`config.mk`:
```
export PLATFORM = sky130hd
export DESIGN_NAME = wsbs_top
export DESIGN_NICKNAME = d
export VERILOG_FILES = /design/src/hw/wsbs_pkg.sv /design/src/hw/wsbs_top.sv
export VERILOG_INCLUDE_DIRS = /design/src /design/src/hw
export SDC_FILE = /design/constraint.sdc
export NUM_CORES = 1
export LEC_CHECK = 0
export ABC_CLOCK_PERIOD_IN_PS = 4500
export BUFFER_PORTS_ARGS = -buffer_cell sky130_fd_sc_hd__buf_4
export CORE_ASPECT_RATIO = 1.4
export CORE_MARGIN = 3
export CORE_UTILIZATION = 54
export DETAILED_ROUTE_END_ITERATION = 16
export GPL_TIMING_DRIVEN = 1
export PLACE_DENSITY = 0.85
export SKIP_LAST_GASP = 1
export SLEW_MARGIN = 20
export SYNTH_ARGS = -nofsm -noshare
export SYNTH_HDL_FRONTEND = slang
export SYNTH_SLANG_ARGS = --single-unit
export TNS_END_PERCENT = 50
```
`constraint.sdc`:
```
create_clock -name clock -period 4.5 [get_ports clock]
set_input_delay 0.225 -clock clock [delete_from_list [all_inputs] [get_ports clock]]
set_output_delay 0.225 -clock clock [all_outputs]
set_load 0.02 [all_outputs]
```
`src/hw/wsbs_params.svh`:
```
// offsets, field positions, reset values and write mask of the wait-state block
`ifndef WSBS_PARAMS_SVH
`define WSBS_PARAMS_SVH
`define WSBS_IDX_WAIT_FIELDS    8'h28
`define WSBS_IDX_BANK_CTRL      8'h29
`define WSBS_IDX_MULT_CTRL      8'h2B
`define WSBS_BIT_XPROG          15
`define WSBS_LSB_IO             12
`define WSBS_LSB_DHI            9
`define WSBS_LSB_DLO            6
`define WSBS_LSB_PHI            3
`define WSBS_LSB_PLO            0
`define WSBS_BIT_MULT           0
`define WSBS_BIT_CONSEC         15
`define WSBS_LSB_DIV            13
`define WSBS_BIT_ACKOFF         12
`define WSBS_BIT_HKEEP          2
`define WSBS_BIT_DKEEP          1
`define WSBS_WAIT_RESET         16'h7FFF
`define WSBS_BANK_RESET         16'hF000
`define WSBS_MULT_RESET         16'h0000
`define WSBS_BANK_WMASK         16'hF006
`endif

```
`src/hw/wsbs_pkg.sv`:
```
// types shared by the wait-state and bank-switch block
`default_nettype none
package wsbs_pkg;
    typedef enum logic [1:0] {
        WSBS_SP_PROG,
        WSBS_SP_DATA,
        WSBS_SP_IO
    } wsbs_space_e;
    // one external access request from the core
    typedef struct packed {
        logic        valid;
        logic        read;
        wsbs_space_e space;
        logic [22:0] addr;
    } wsbs_req_s;
    // external strobe and keeper controls
    typedef struct packed {
        logic strobe;
        logic done;
        logic data_keep;
        logic host_keep;
        logic addr_keep;
    } wsbs_ext_s;
endpackage : wsbs_pkg
`default_nettype wire

```
`src/hw/wsbs_top.sv`:
```
// wait-state generator and bank-switch timing with Avalon-MM registers
//
// Behaviour
// - extended select picks program wait ranges
// - bits 14-12 give I/O waits
// - bits 11-9 give upper data waits
// - bits 8-6 give lower data waits
// - bits 5-3 give upper program waits
// - bits 2-0 give lower program waits
// - multiplier bit doubles counts, resets zero
// - multiplier register upper bits read zero
// - one idle cycle when a read crosses banks
// - consecutive mode: non-I/O reads add an idle cycle, all reads a trailing cycle
// - output clock divides by field plus one, by two when the field is zero
// - ack-off bit set at reset, gates ack
// - host keeper on by bit or strap
// - data keeper follows its bit
// - remember top bit, withhold a read's strobe on change
// - same bank read has no idle
// - idle on program/data space change or program page change between reads
// - ready input extends beyond software waits
// - wait counter idles when all zero
//
// The Avalon-MM slave port was left to the implementer.
`include "wsbs_params.svh"
`default_nettype none
module wsbs_top (
    input  wire logic              clock,          // 50 MHz system clock
    input  wire logic              reset_n,        // async reset, active low
    input  wire logic [7:0]        avs_address,    // word index
    input  wire logic              avs_read,       // read request
    input  wire logic              avs_write,      // write request
    input  wire logic [31:0]       avs_writedata,  // write data
    output logic [31:0]            avs_readdata,   // read data
    output logic                   avs_waitrequest,// stall
    input  wire wsbs_pkg::wsbs_req_s acc_req,      // access request, held until done
    input  wire logic              ext_ready,      // external ready pin
    input  wire logic              wide_host_port_strap, // strap pin
    input  wire logic              ack_request,    // core acknowledge event
    output wsbs_pkg::wsbs_ext_s    ext_ctl,        // strobe, done, keepers
    output logic                   output_clock,   // divided clock
    output logic                   interrupt_acknowledge_out, // ack pin
    output logic                   wait_clock_gate // wait counter clock enabled
);
    import wsbs_pkg::*;

    logic [15:0] wait_fields_q;
    logic [15:0] bank_ctrl_q;
    logic        mult_q;
    logic [31:0] rdata_d;
    logic        hit_w;
    logic        hit_b;
    logic        hit_m;

    assign hit_w = (avs_address == `WSBS_IDX_WAIT_FIELDS);
    assign hit_b = (avs_address == `WSBS_IDX_BANK_CTRL);
    assign hit_m = (avs_address == `WSBS_IDX_MULT_CTRL);

    // register writes; unmapped writes are dropped
    always_ff @(posedge clock or negedge reset_n) begin
        if (!reset_n) begin
            wait_fields_q <= `WSBS_WAIT_RESET;
            bank_ctrl_q   <= `WSBS_BANK_RESET;
            mult_q        <= 1'b0;
        end else if (avs_write && !avs_waitrequest) begin
            if (hit_w) wait_fields_q <= avs_writedata[15:0];
            if (hit_b) bank_ctrl_q <= avs_writedata[15:0] & `WSBS_BANK_WMASK;
            if (hit_m) mult_q <= avs_writedata[`WSBS_BIT_MULT];
        end
    end

    // read mux; unmapped reads answer zero
    always_comb begin
        rdata_d = 32'h0000_0000;
        if (hit_w) rdata_d = {16'h0000, wait_fields_q};
        if (hit_b) rdata_d = {16'h0000, bank_ctrl_q};
        if (hit_m) rdata_d = {31'h0000_0000, mult_q};
    end

    // one wait cycle per request so readdata comes from a flop
    // waitrequest is a flop too: high while idle, low for exactly one cycle
    // in the second cycle of a request, so a held request is not taken twice
    always_ff @(posedge clock or negedge reset_n) begin
        if (!reset_n) begin
            avs_waitrequest <= 1'b1;
            avs_readdata    <= 32'h0000_0000;
        end else begin
            avs_waitrequest <= !((avs_read || avs_write) && avs_waitrequest);
            avs_readdata    <= rdata_d;
        end
    end

    // range select for the access
    logic       xprog;
    logic [2:0] base_w;
    logic [3:0] waits_w;
    assign xprog = wait_fields_q[`WSBS_BIT_XPROG];
    always_comb begin
        base_w = wait_fields_q[`WSBS_LSB_IO +: 3];
        case (acc_req.space)
            WSBS_SP_DATA: base_w = acc_req.addr[15] ?
                wait_fields_q[`WSBS_LSB_DHI +: 3] :
                wait_fields_q[`WSBS_LSB_DLO +: 3];
            WSBS_SP_PROG: base_w = (xprog ? acc_req.addr[22] : acc_req.addr[15]) ?
                wait_fields_q[`WSBS_LSB_PHI +: 3] :
                wait_fields_q[`WSBS_LSB_PLO +: 3];
            default: base_w = wait_fields_q[`WSBS_LSB_IO +: 3];
        endcase
    end
    assign waits_w = mult_q ? {base_w, 1'b0} : {1'b0, base_w};

    // bank-switch decision
    logic        last_msb_q;
    logic        last_prog_q;
    logic        last_read_q;
    logic        last_valid_q;
    logic [6:0]  last_page_q;
    logic        need_idle;
    logic        cur_prog;
    logic        cur_msb;
    assign cur_prog = (acc_req.space == WSBS_SP_PROG);
    assign cur_msb  = acc_req.addr[15];
    always_comb begin
        need_idle = 1'b0;
        if (acc_req.read && acc_req.space != WSBS_SP_IO) begin
            if (bank_ctrl_q[`WSBS_BIT_CONSEC])
                need_idle = 1'b1;
            else if (last_valid_q) begin
                need_idle = (cur_msb != last_msb_q);
                if (last_read_q && cur_prog != last_prog_q)
                    need_idle = 1'b1;
                if (last_read_q && cur_prog && last_prog_q
                    && acc_req.addr[22:16] != last_page_q)
                    need_idle = 1'b1;
            end
        end
    end

    // access sequencer: idle, strobe with waits, trailing cycle
    typedef enum logic [2:0] {ST_IDLE, ST_SWITCH, ST_STROBE, ST_WAIT, ST_TRAIL, ST_DONE} st_e;
    st_e        st_q;
    logic [3:0] cnt_q;
    logic [1:0] rdy_sync_q;
    logic       strobe_q;
    logic       done_q;

    // ready pin passes two flops before use
    always_ff @(posedge clock or negedge reset_n) begin
        if (!reset_n) rdy_sync_q <= 2'b00;
        else          rdy_sync_q <= {rdy_sync_q[0], ext_ready};
    end

    // strap pin passes two flops before the keeper logic reads it
    logic [1:0] strap_sync_q;
    always_ff @(posedge clock or negedge reset_n) begin
        if (!reset_n) strap_sync_q <= 2'b00;
        else          strap_sync_q <= {strap_sync_q[0], wide_host_port_strap};
    end

    always_ff @(posedge clock or negedge reset_n) begin
        if (!reset_n) begin
            st_q <= ST_IDLE;
            cnt_q <= 4'h0;
            strobe_q <= 1'b0;
            done_q <= 1'b0;
        end else begin
            done_q <= 1'b0;
            case (st_q)
                ST_IDLE: if (acc_req.valid) begin
                    cnt_q <= waits_w;
                    if (need_idle) begin
                        st_q <= ST_SWITCH;
                    end else begin
                        st_q <= ST_STROBE;
                        strobe_q <= 1'b1;
                    end
                end
                ST_SWITCH: begin
                    st_q <= ST_STROBE;
                    strobe_q <= 1'b1;
                end
                ST_STROBE, ST_WAIT: begin
                    if (cnt_q != 4'h0) begin
                        cnt_q <= cnt_q - 4'h1;
                        st_q <= ST_WAIT;
                    end else if (rdy_sync_q[1]) begin
                        strobe_q <= 1'b0;
                        if (bank_ctrl_q[`WSBS_BIT_CONSEC] && acc_req.read) begin
                            st_q <= ST_TRAIL;
                        end else begin
                            st_q <= ST_DONE;
                            done_q <= 1'b1;
                        end
                    end
                end
                ST_TRAIL: begin
                    st_q <= ST_DONE;
                    done_q <= 1'b1;
                end
                // wait for valid to drop: the requester sees done a cycle late
                // and would otherwise have its held request taken again
                ST_DONE: begin
                    if (!acc_req.valid) st_q <= ST_IDLE;
                end
                default: st_q <= ST_IDLE;
            endcase
        end
    end

    // last-access memory, updated at access start
    always_ff @(posedge clock or negedge reset_n) begin
        if (!reset_n) begin
            last_msb_q <= 1'b0;
            last_prog_q <= 1'b0;
            last_read_q <= 1'b0;
            last_valid_q <= 1'b0;
            last_page_q <= 7'h00;
        end else if (st_q == ST_IDLE && acc_req.valid
                     && acc_req.space != WSBS_SP_IO) begin
            last_msb_q <= cur_msb;
            last_prog_q <= cur_prog;
            last_read_q <= acc_req.read;
            last_valid_q <= 1'b1;
            last_page_q <= acc_req.addr[22:16];
        end
    end

    // output clock divider
    logic [1:0] div_cnt_q;
    always_ff @(posedge clock or negedge reset_n) begin
        if (!reset_n) begin
            div_cnt_q <= 2'b00;
            output_clock <= 1'b0;
        end else if (div_cnt_q >= bank_ctrl_q[`WSBS_LSB_DIV +: 2]) begin
            div_cnt_q <= 2'b00;
            output_clock <= (bank_ctrl_q[`WSBS_LSB_DIV +: 2] == 2'b00) ? ~output_clock : 1'b1;
        end else begin
            div_cnt_q <= div_cnt_q + 2'b01;
            output_clock <= (div_cnt_q + 2'b01) < {1'b0, bank_ctrl_q[`WSBS_LSB_DIV + 1]} + 2'b01
                ? 1'b1 : 1'b0;
        end
    end

    // keepers, acknowledge output and wait clock gate
    always_ff @(posedge clock or negedge reset_n) begin
        if (!reset_n) begin
            ext_ctl <= '0;
            interrupt_acknowledge_out <= 1'b1;
            wait_clock_gate <= 1'b1;
        end else begin
            ext_ctl.strobe <= strobe_q;
            ext_ctl.done <= done_q;
            ext_ctl.data_keep <= bank_ctrl_q[`WSBS_BIT_DKEEP];
            ext_ctl.host_keep <= bank_ctrl_q[`WSBS_BIT_HKEEP] | strap_sync_q[1];
            ext_ctl.addr_keep <= bank_ctrl_q[`WSBS_BIT_DKEEP] & strap_sync_q[1];
            // with ack-off enabled the ack pin stays high (inactive)
            interrupt_acknowledge_out <= bank_ctrl_q[`WSBS_BIT_ACKOFF] | ~ack_request;
            // the counter only needs clocks when some range has waits
            wait_clock_gate <= (wait_fields_q[14:0] != 15'h0000);
        end
    end

    // the strobe is low during the inserted idle cycle
    AST_IDLE_NO_STROBE: assert property (@(posedge clock) disable iff (!reset_n)
        st_q == ST_SWITCH |-> !strobe_q) else $error("strobe during idle cycle");
    // doubled count loaded when multiplier set
    AST_MULT_LOAD: assert property (@(posedge clock) disable iff (!reset_n)
        (st_q == ST_IDLE && acc_req.valid && mult_q) |=> cnt_q[0] == 1'b0)
        else $error("odd count with multiplier");
    AST_MULT_READ: assert property (@(posedge clock) disable iff (!reset_n)
        (hit_m && avs_read && !avs_waitrequest) |-> avs_readdata[31:1] == 31'h0)
        else $error("multiplier upper bits not zero");
    AST_CONSEC_IDLE: assert property (@(posedge clock) disable iff (!reset_n)
        (st_q == ST_IDLE && acc_req.valid && acc_req.read && cur_prog
         && bank_ctrl_q[`WSBS_BIT_CONSEC]) |=> st_q == ST_SWITCH)
        else $error("no start cycle in consecutive mode");
    AST_SAME_BANK: assert property (@(posedge clock) disable iff (!reset_n)
        (st_q == ST_IDLE && acc_req.valid && !bank_ctrl_q[`WSBS_BIT_CONSEC]
         && last_valid_q && acc_req.space == WSBS_SP_DATA && last_read_q
         && !last_prog_q && cur_msb == last_msb_q) |=> st_q == ST_STROBE)
        else $error("idle inserted on same bank");
    AST_BANK_CROSS: assert property (@(posedge clock) disable iff (!reset_n)
        (st_q == ST_IDLE && acc_req.valid && acc_req.read && last_valid_q
         && acc_req.space != WSBS_SP_IO && cur_msb != last_msb_q) |=> st_q == ST_SWITCH)
        else $error("missing idle on bank cross");
    AST_WAIT_COUNT: assert property (@(posedge clock) disable iff (!reset_n)
        (st_q == ST_WAIT && cnt_q != 4'h0) |=> cnt_q == $past(cnt_q) - 4'h1)
        else $error("wait counter not counting");
    AST_READY_HOLD: assert property (@(posedge clock) disable iff (!reset_n)
        (strobe_q && cnt_q == 4'h0 && !rdy_sync_q[1]) |=> strobe_q)
        else $error("strobe ended without ready");
    AST_HKEEP: assert property (@(posedge clock) disable iff (!reset_n)
        bank_ctrl_q[`WSBS_BIT_HKEEP] |=> ext_ctl.host_keep)
        else $error("host keeper off");
    // the strap alone turns the host keeper on
    AST_HOST_STRAP: assert property (@(posedge clock) disable iff (!reset_n)
        strap_sync_q[1] |=> ext_ctl.host_keep)
        else $error("host keeper off with strap");
    // data keeper follows its bit both ways
    AST_DKEEP_ON: assert property (@(posedge clock) disable iff (!reset_n)
        bank_ctrl_q[`WSBS_BIT_DKEEP] |=> ext_ctl.data_keep)
        else $error("data keeper off");
    AST_DKEEP_OFF: assert property (@(posedge clock) disable iff (!reset_n)
        !bank_ctrl_q[`WSBS_BIT_DKEEP] |=> !ext_ctl.data_keep)
        else $error("data keeper on");
    // ack-off keeps the pin inactive, otherwise the pin follows the event
    AST_ACKOFF: assert property (@(posedge clock) disable iff (!reset_n)
        bank_ctrl_q[`WSBS_BIT_ACKOFF] |=> interrupt_acknowledge_out)
        else $error("ack pin driven with ack-off");
    AST_ACK_FOLLOWS: assert property (@(posedge clock) disable iff (!reset_n)
        (!bank_ctrl_q[`WSBS_BIT_ACKOFF] && ack_request) |=> !interrupt_acknowledge_out)
        else $error("ack pin not driven");
    // the wait counter clock stops only when every range has zero waits
    AST_GATE_OFF: assert property (@(posedge clock) disable iff (!reset_n)
        (wait_fields_q[14:0] == 15'h0000) |=> !wait_clock_gate)
        else $error("wait clock not gated");
    AST_GATE_ON: assert property (@(posedge clock) disable iff (!reset_n)
        (wait_fields_q[14:0] != 15'h0000) |=> wait_clock_gate)
        else $error("wait clock gated with waits set");
    // I/O space never sees a bank-switch idle cycle
    AST_IO_NO_IDLE: assert property (@(posedge clock) disable iff (!reset_n)
        (st_q == ST_IDLE && acc_req.valid && acc_req.space == WSBS_SP_IO) |=> st_q == ST_STROBE)
        else $error("idle cycle on I/O access");
    // the idle cycle is followed by the strobed access
    AST_SWITCH_STROBE: assert property (@(posedge clock) disable iff (!reset_n)
        st_q == ST_SWITCH |=> (st_q == ST_STROBE && strobe_q))
        else $error("no strobe after idle cycle");
    // a consecutive-mode read ends with a trailing cycle, then done
    AST_CONSEC_TRAIL: assert property (@(posedge clock) disable iff (!reset_n)
        ((st_q == ST_STROBE || st_q == ST_WAIT) && cnt_q == 4'h0 && rdy_sync_q[1]
         && bank_ctrl_q[`WSBS_BIT_CONSEC] && acc_req.read) |=> st_q == ST_TRAIL)
        else $error("no trailing cycle");
    AST_TRAIL_DONE: assert property (@(posedge clock) disable iff (!reset_n)
        st_q == ST_TRAIL |=> done_q)
        else $error("no done after trailing cycle");
    // only bit 0 of the multiplier register takes a write
    AST_MULT_WRITE: assert property (@(posedge clock) disable iff (!reset_n)
        (hit_m && avs_write && !avs_waitrequest) |=> mult_q == $past(avs_writedata[0]))
        else $error("multiplier write lost");
endmodule // wsbs_top
`default_nettype wire

```
After elaboration in Yosys (flattened, before gate mapping)
Index checks and enable logic that the tools add are counted.
{ "classes": {"add_sub_neg": 3, "mul": 0, "n_div": 0, "n_lt_le_gt_ge": 2, "n_eq_ne": 20, "shift": 0, "mux": 36, "bitwise": 5, "reduce_logical": 27} }
{ "ops": {"columns": ["op", "count"], "rows": [
  ["$mux 32", 2],
  ["$eq 8x6->1 const B", 3],
  ["$mux 3", 6],
  ["$mux 1", 17],
  ["$mux 16", 1],
  ["$pmux 3 s5", 1],
  ["$reduce_bool 15->1", 1],
  ["$ne 2x2->1 const B", 7],
  ["$mux 4", 3],
  ["$logic_and 1x1->1", 10],
  ["$pmux 4 s2", 1],
  ["$ne 7x7->1", 1],
  ["$eq 3x2->1 const B", 2],
  ["$eq 3x3->1 const B", 2],
  ["$pmux 3 s2", 1],
  ["$reduce_and 2->1", 3],
  ["$reduce_and 3->1", 2],
  ["$reduce_and 5->1", 1],
  ["$logic_not 2->1", 2],
  ["$mux 2", 2],
  ["$reduce_bool 4->1", 1],
  ["$sub 4x1->4 const B", 1],
  ["$eq 3x1->1 const B", 1],
  ["$logic_not 3->1", 1],
  ["17 further kinds", 21]
]} }
{ "word_totals": {"reg_bits": 90, "latchBits": 0, "ram_bits": 0, "rom_bits": 0, "inputBits": 74, "out_inout_bits": 41, "elab_cells": 118, "n_memories": 0} }

Depth between registers and ports, before layout
{ "depth": {"depth_word": 11, "mapped_depth": 7, "ltp_nobuf": 7} }

Least setup slack after synthesis
No wires, ideal clock.
{ "synth_path": {"kind": "register -> register", "from": "reg st_q[1]", "to": "reg last_msb_q", "setup_ps": 125, "t_arrival_ps": 1596, "t_required_ps": 4375, "path_slack_ps": 2780, "stages_incl_launch_ff": 6, "n_path_buf": 1, "synth_period_minus_slack_ps": 1720, "path_cell_list": "dfrtp_1 > buf_2 > or2_2 > nor3b_1 > nand2_2 > mux2_2"} }
{ "synth_between": {"elab_chain_len": 3} }
{ "synth_rtl": {"columns": ["element", "line_no", "rtl"], "rows": [
  ["from (decl)", "wsbs_top.sv:141", "st_e st_q;"],
  ["from (signal assigned)", "wsbs_top.sv:162", "st_q <= ST_IDLE;"],
  ["from (signal assigned)", "wsbs_top.sv:172", "st_q <= ST_SWITCH;"],
  ["from (signal assigned)", "wsbs_top.sv:174", "st_q <= ST_STROBE;"],
  ["$logic_not 3->1", "wsbs_top.sv:218", "end else if (st_q == ST_IDLE && acc_req.valid"],
  ["$logic_and 1x1->1", "wsbs_top.sv:218", null],
  ["$logic_and 1x1->1", "wsbs_top.sv:219", "&& acc_req.space != WSBS_SP_IO) begin"],
  ["to (signal assigned)", "wsbs_top.sv:220", "last_msb_q <= cur_msb;"],
  ["to (decl)", "wsbs_top.sv:113", "logic last_msb_q;"]
]} }
Every way passes these cells.
A chain may end at the register's enable or synchronous reset.

Worst setup path after layout
{ "layout_path": {"from": "reg st_q[2]", "to": "reg last_page_q[4]"} }
{ "layout_between": {"elab_chain_len": 3} }
{ "layout_rtl": {"columns": ["element", "line_no", "rtl"], "rows": [
  ["$logic_not 3->1", "wsbs_top.sv:218", null],
  ["$logic_and 1x1->1", "wsbs_top.sv:218", null],
  ["$logic_and 1x1->1", "wsbs_top.sv:219", null],
  ["to (signal assigned)", "wsbs_top.sv:224", "last_page_q <= acc_req.addr[22:16];"],
  ["to (decl)", "wsbs_top.sv:117", "logic [6:0] last_page_q;"]
]} }
Every way passes these cells.

==> impl_metrics.json <==
{
  "status": "finished clean",
  "synth_warnings": 0,
  "setup_tns_ns": 0,
  "synth_area_leaders": "dfrtp_1, dfstp_2, mux2_2",
  "drc_errors": 0,
  "grt_pass1_vias": 2488,
  "yosysTopAreaCellShare_pct": 37.65,
  "rows": 33,
  "synth_cell_type_count": 53,
  "coreArea_mm2": 0.006028,
  "synth-seq-cells": 74,
  "yosysSeqAreaShare_pct": 54.38,
  "cts.path.max_buffers": 2,
  "routed_wl_um": 7121,
  "setup_viol": 0,
  "rsz0062_at_grt": "false",
  "syn_inst": 277,
  "cts_buffers": 9,
  "cts_setup_buffers": 0,
  "finalCritPeriodShare_pct": 44.54,
  "clkSinkCount": 74,
  "start_kind": "flip-flop",
  "max_freq_ghz": 0.4989,
  "syn_avg_cell_area_um2": 12.48,
  "ant_nets": 0,
  "skew_ns": 0.01609,
  "port_buffers": 67,
  "cpLargestDelayFamily": "simple AND/OR/NAND/NOR gates",
  "post_drt_via_cell_ratio": 5.564,
  "hold_class": "in2async",
  "fp.dieH_um": 100.7,
  "synth_area_mm2": 0.003456,
  "diodes": 0,
  "cp.required_ns": 4.73,
  "io_pins": 115,
  "yosysTopAreaCell": "dfrtp_1",
  "synth_edf_count": 0,
  "wire_per_inst_um": 16.68,
  "crit_arrival_ns": 2.23,
  "final-hold-violation-count": 0,
  "ys.flop_type": "dfrtp_1",
  "path_cells": "or2_2, nor3b_1, nand2_2, mux2_2",
  "max_cap_viol_count": 0,
  "crit_type": "reg2reg",
  "insertion_delay_ns": 0.35,
  "htree_num_levels": 3,
  "syn2layout_area_growth_pct": 20.20,
  "leakagePower_nw": 2.022,
  "num_vias": 2376,
  "postLayoutCoreUtil_pct": 68.91,
  "post-synth-top-count-cell": "dfrtp_1",
  "grt_max_degree": 75,
  "cp_slowest_cell": "dfrtp_1",
  "drv_slew": 0,
  "grt.total_usage_pct": 20.20,
  "cp_num_buf_inv": 0,
  "cts.repair.resized": 0,
  "die_x_um": 73.61,
  "grt_overflow": 0,
  "cts_tree": "done",
  "start_util_pct": 57.33,
  "tightest_slew_ns": 0.8910,
  "place_hpwl_um": 5023,
  "antenna_found_initial": 0,
  "p_per_area_mw_per_mm2": 427.8,
  "drive_gt1_share_pct": 41.74,
  "clkTransAtPathRegs_ns": 0.08,
  "cpPeakStageDelay_ns": 0.49,
  "cts-root-buf": "clkbuf_8",
  "place.gp.congestion": 0.7845,
  "die_area_mm2": 0.007409,
  "timing.slew.headroom_pct": 40.60,
  "grt_pass1_wl_um": 11300,
  "drtIter0Drc": 193,
  "nNetsFinal": 430,
  "dr.pass1.iters": 4,
  "synth_common_cells": "dfrtp_1, mux2_2, dfstp_2, buf_4, nor2_1",
  "end_kind": "flip-flop",
  "synthArstFlopShare_pct": 100.0,
  "peakVddDrop_mv": 0.2888,
  "cp_max_fo": 11,
  "min_period_ns": 2.004
}
[through the flow]
step	setup WS [ns]	power (mW)	instances	hold slack [ns]	area [um^2]
after floorplan	2.780	1.203	292	-0.07059	3512
after global placement	2.259	1.313	407	0.3324	3950
after detailed placement	2.270	1.344	407	0.3356	3950
after CTS	2.489	1.789	427	0.02971	4154
after global routing	2.355	1.876	427	0.06809	4154
final	2.496	1.777	427	0.002970	4154
[worst reg2reg max path, cell delays in order, from the launching register on]
cell and delay, ns:
dfrtp_1 0.49, or2_2 0.37, nor3b_1 0.42, nand2_2 0.26, mux2_2 0.34
[flip-flops by register name, summed over array words and instances, names as in the netlist]
register                   flops
done_q                         1
mult_q                         1
last_prog_q                    1
wait_clock_gate                1
bank_ctrl_q                    6
last_valid_q                   1
ext_ctl                        5
wait_fields_q                 16
avs_readdata                  16
last_page_q                    7
last_read_q                    1
avs_waitrequest                1
cnt_q                          4
last_msb_q                     1
st_q                           3
interrupt_acknowledge_out      1
div_cnt_q                      2
strobe_q                       1
strap_sync_q                   2
rdy_sync_q                     2
output_clock                   1
[power breakdown]
| group | switching (mW) | internal, mW | leakage, nW |
|---|---|---|---|
| sequential | 0.0952 | 0.787 | 0.894 |
| clock | 0.239 | 0.199 | 0.0870 |
| combinational | 0.223 | 0.233 | 1.04 |
| total | 0.558 | 1.22 | 2.02 |
[logic make-up (layout without fill, tap and decap cells)]
group                    after synthesis  count (layout)  share of synthesized area (%)
AND/OR/NAND/NOR                       78              78                          14.30
flip-flops                            74              74                          54.38
other                                  1              16                         0.1085
AO/OA/AOI/OAI                         45              45                          9.125
multiplexers                          38              38                          13.29
adder cells (fa/ha/maj)                4               4                          1.448
XOR/XNOR                               9               9                          2.281
buffers and inverters                 28              93                          5.069
[timing repair]
item | 4_1_cts | 5_1_grt
hold endpoints to repair | 4 | 0
setup endpoints to repair | 0 | 0
hold buffers | 4 | 0
[routing by layer]
| layer | global-route usage (%) | vias up | routed length (um) | share of wire [%] |
|---|---|---|---|---|
| met5 | 0 | - | 0 | 0 |
| met4 | 10.74 | 0 | 120 | 1.7 |
| met3 | 3.792 | 11 | 391 | 5.5 |
| met2 | 35.93 | 75 | 3889 | 55 |
| met1 | 22.13 | 1182 | 2719 | 38 |
| li1 | - | 1108 | - | - |
[cells in the final DEF (no fill, tap or decap), types with 3 or more instances in the layout]
master         count
nor2b_1            5
clkbuf_8           9
clkinv_2           3
nand2b_1           6
a31o_2             3
inv_1              6
xor2_1             6
dlygate4sd3_1      4
ha_1               4
dfrtp_1           52
mux2_2            23
nor2_1            15
and2_1            12
mux2i_1            5
nor4_1             4
a21oi_1            9
or2_2              3
a22oi_1            4
o21ai_0            8
dfstp_2           22
nand2_1           11
conb_1            16
a22o_1             7
mux2_4            10
xnor2_1            3
nand3_1            5
buf_4             67
[path summary, 6_finish.rpt]
| kind | start | end | slack (ns) | cells past startpoint |
|---|---|---|---|---|
| worst min register to register | rdy_sync_q[0]$_DFF_PN0_ | rdy_sync_q[1]$_DFF_PN0_ | 0.35 | 0 |
| worst min-delay path | reset_n | last_page_q[0]$_DFFE_PN0P_ | 0.003 | 1 |
| worst max register to register | st_q[2]$_DFFE_PN0P_ | last_page_q[4]$_DFFE_PN0P_ | 2.50 | 4 |
| worst max-delay path | st_q[2]$_DFFE_PN0P_ | last_page_q[4]$_DFFE_PN0P_ | 2.50 | 4 |
| min in group clock | avs_write | avs_waitrequest$_DFF_PN1_ | 0.08 | 2 |
| max in group asynchronous | reset_n | ext_ctl[3]$_DFF_PN0_ | 3.92 | 1 |
[cell type report]
class	instances	area, um^2
clock inverters	5	32.53
clock buffers	11	131.4
inverters	6	22.52
repair buffers	71	543.0
flip-flops and latches	74	1879
well taps	70	87.58
fillers	431	1874
multi-input cells	190	1458
Note: power is estimated with default switching activity, not from simulation.
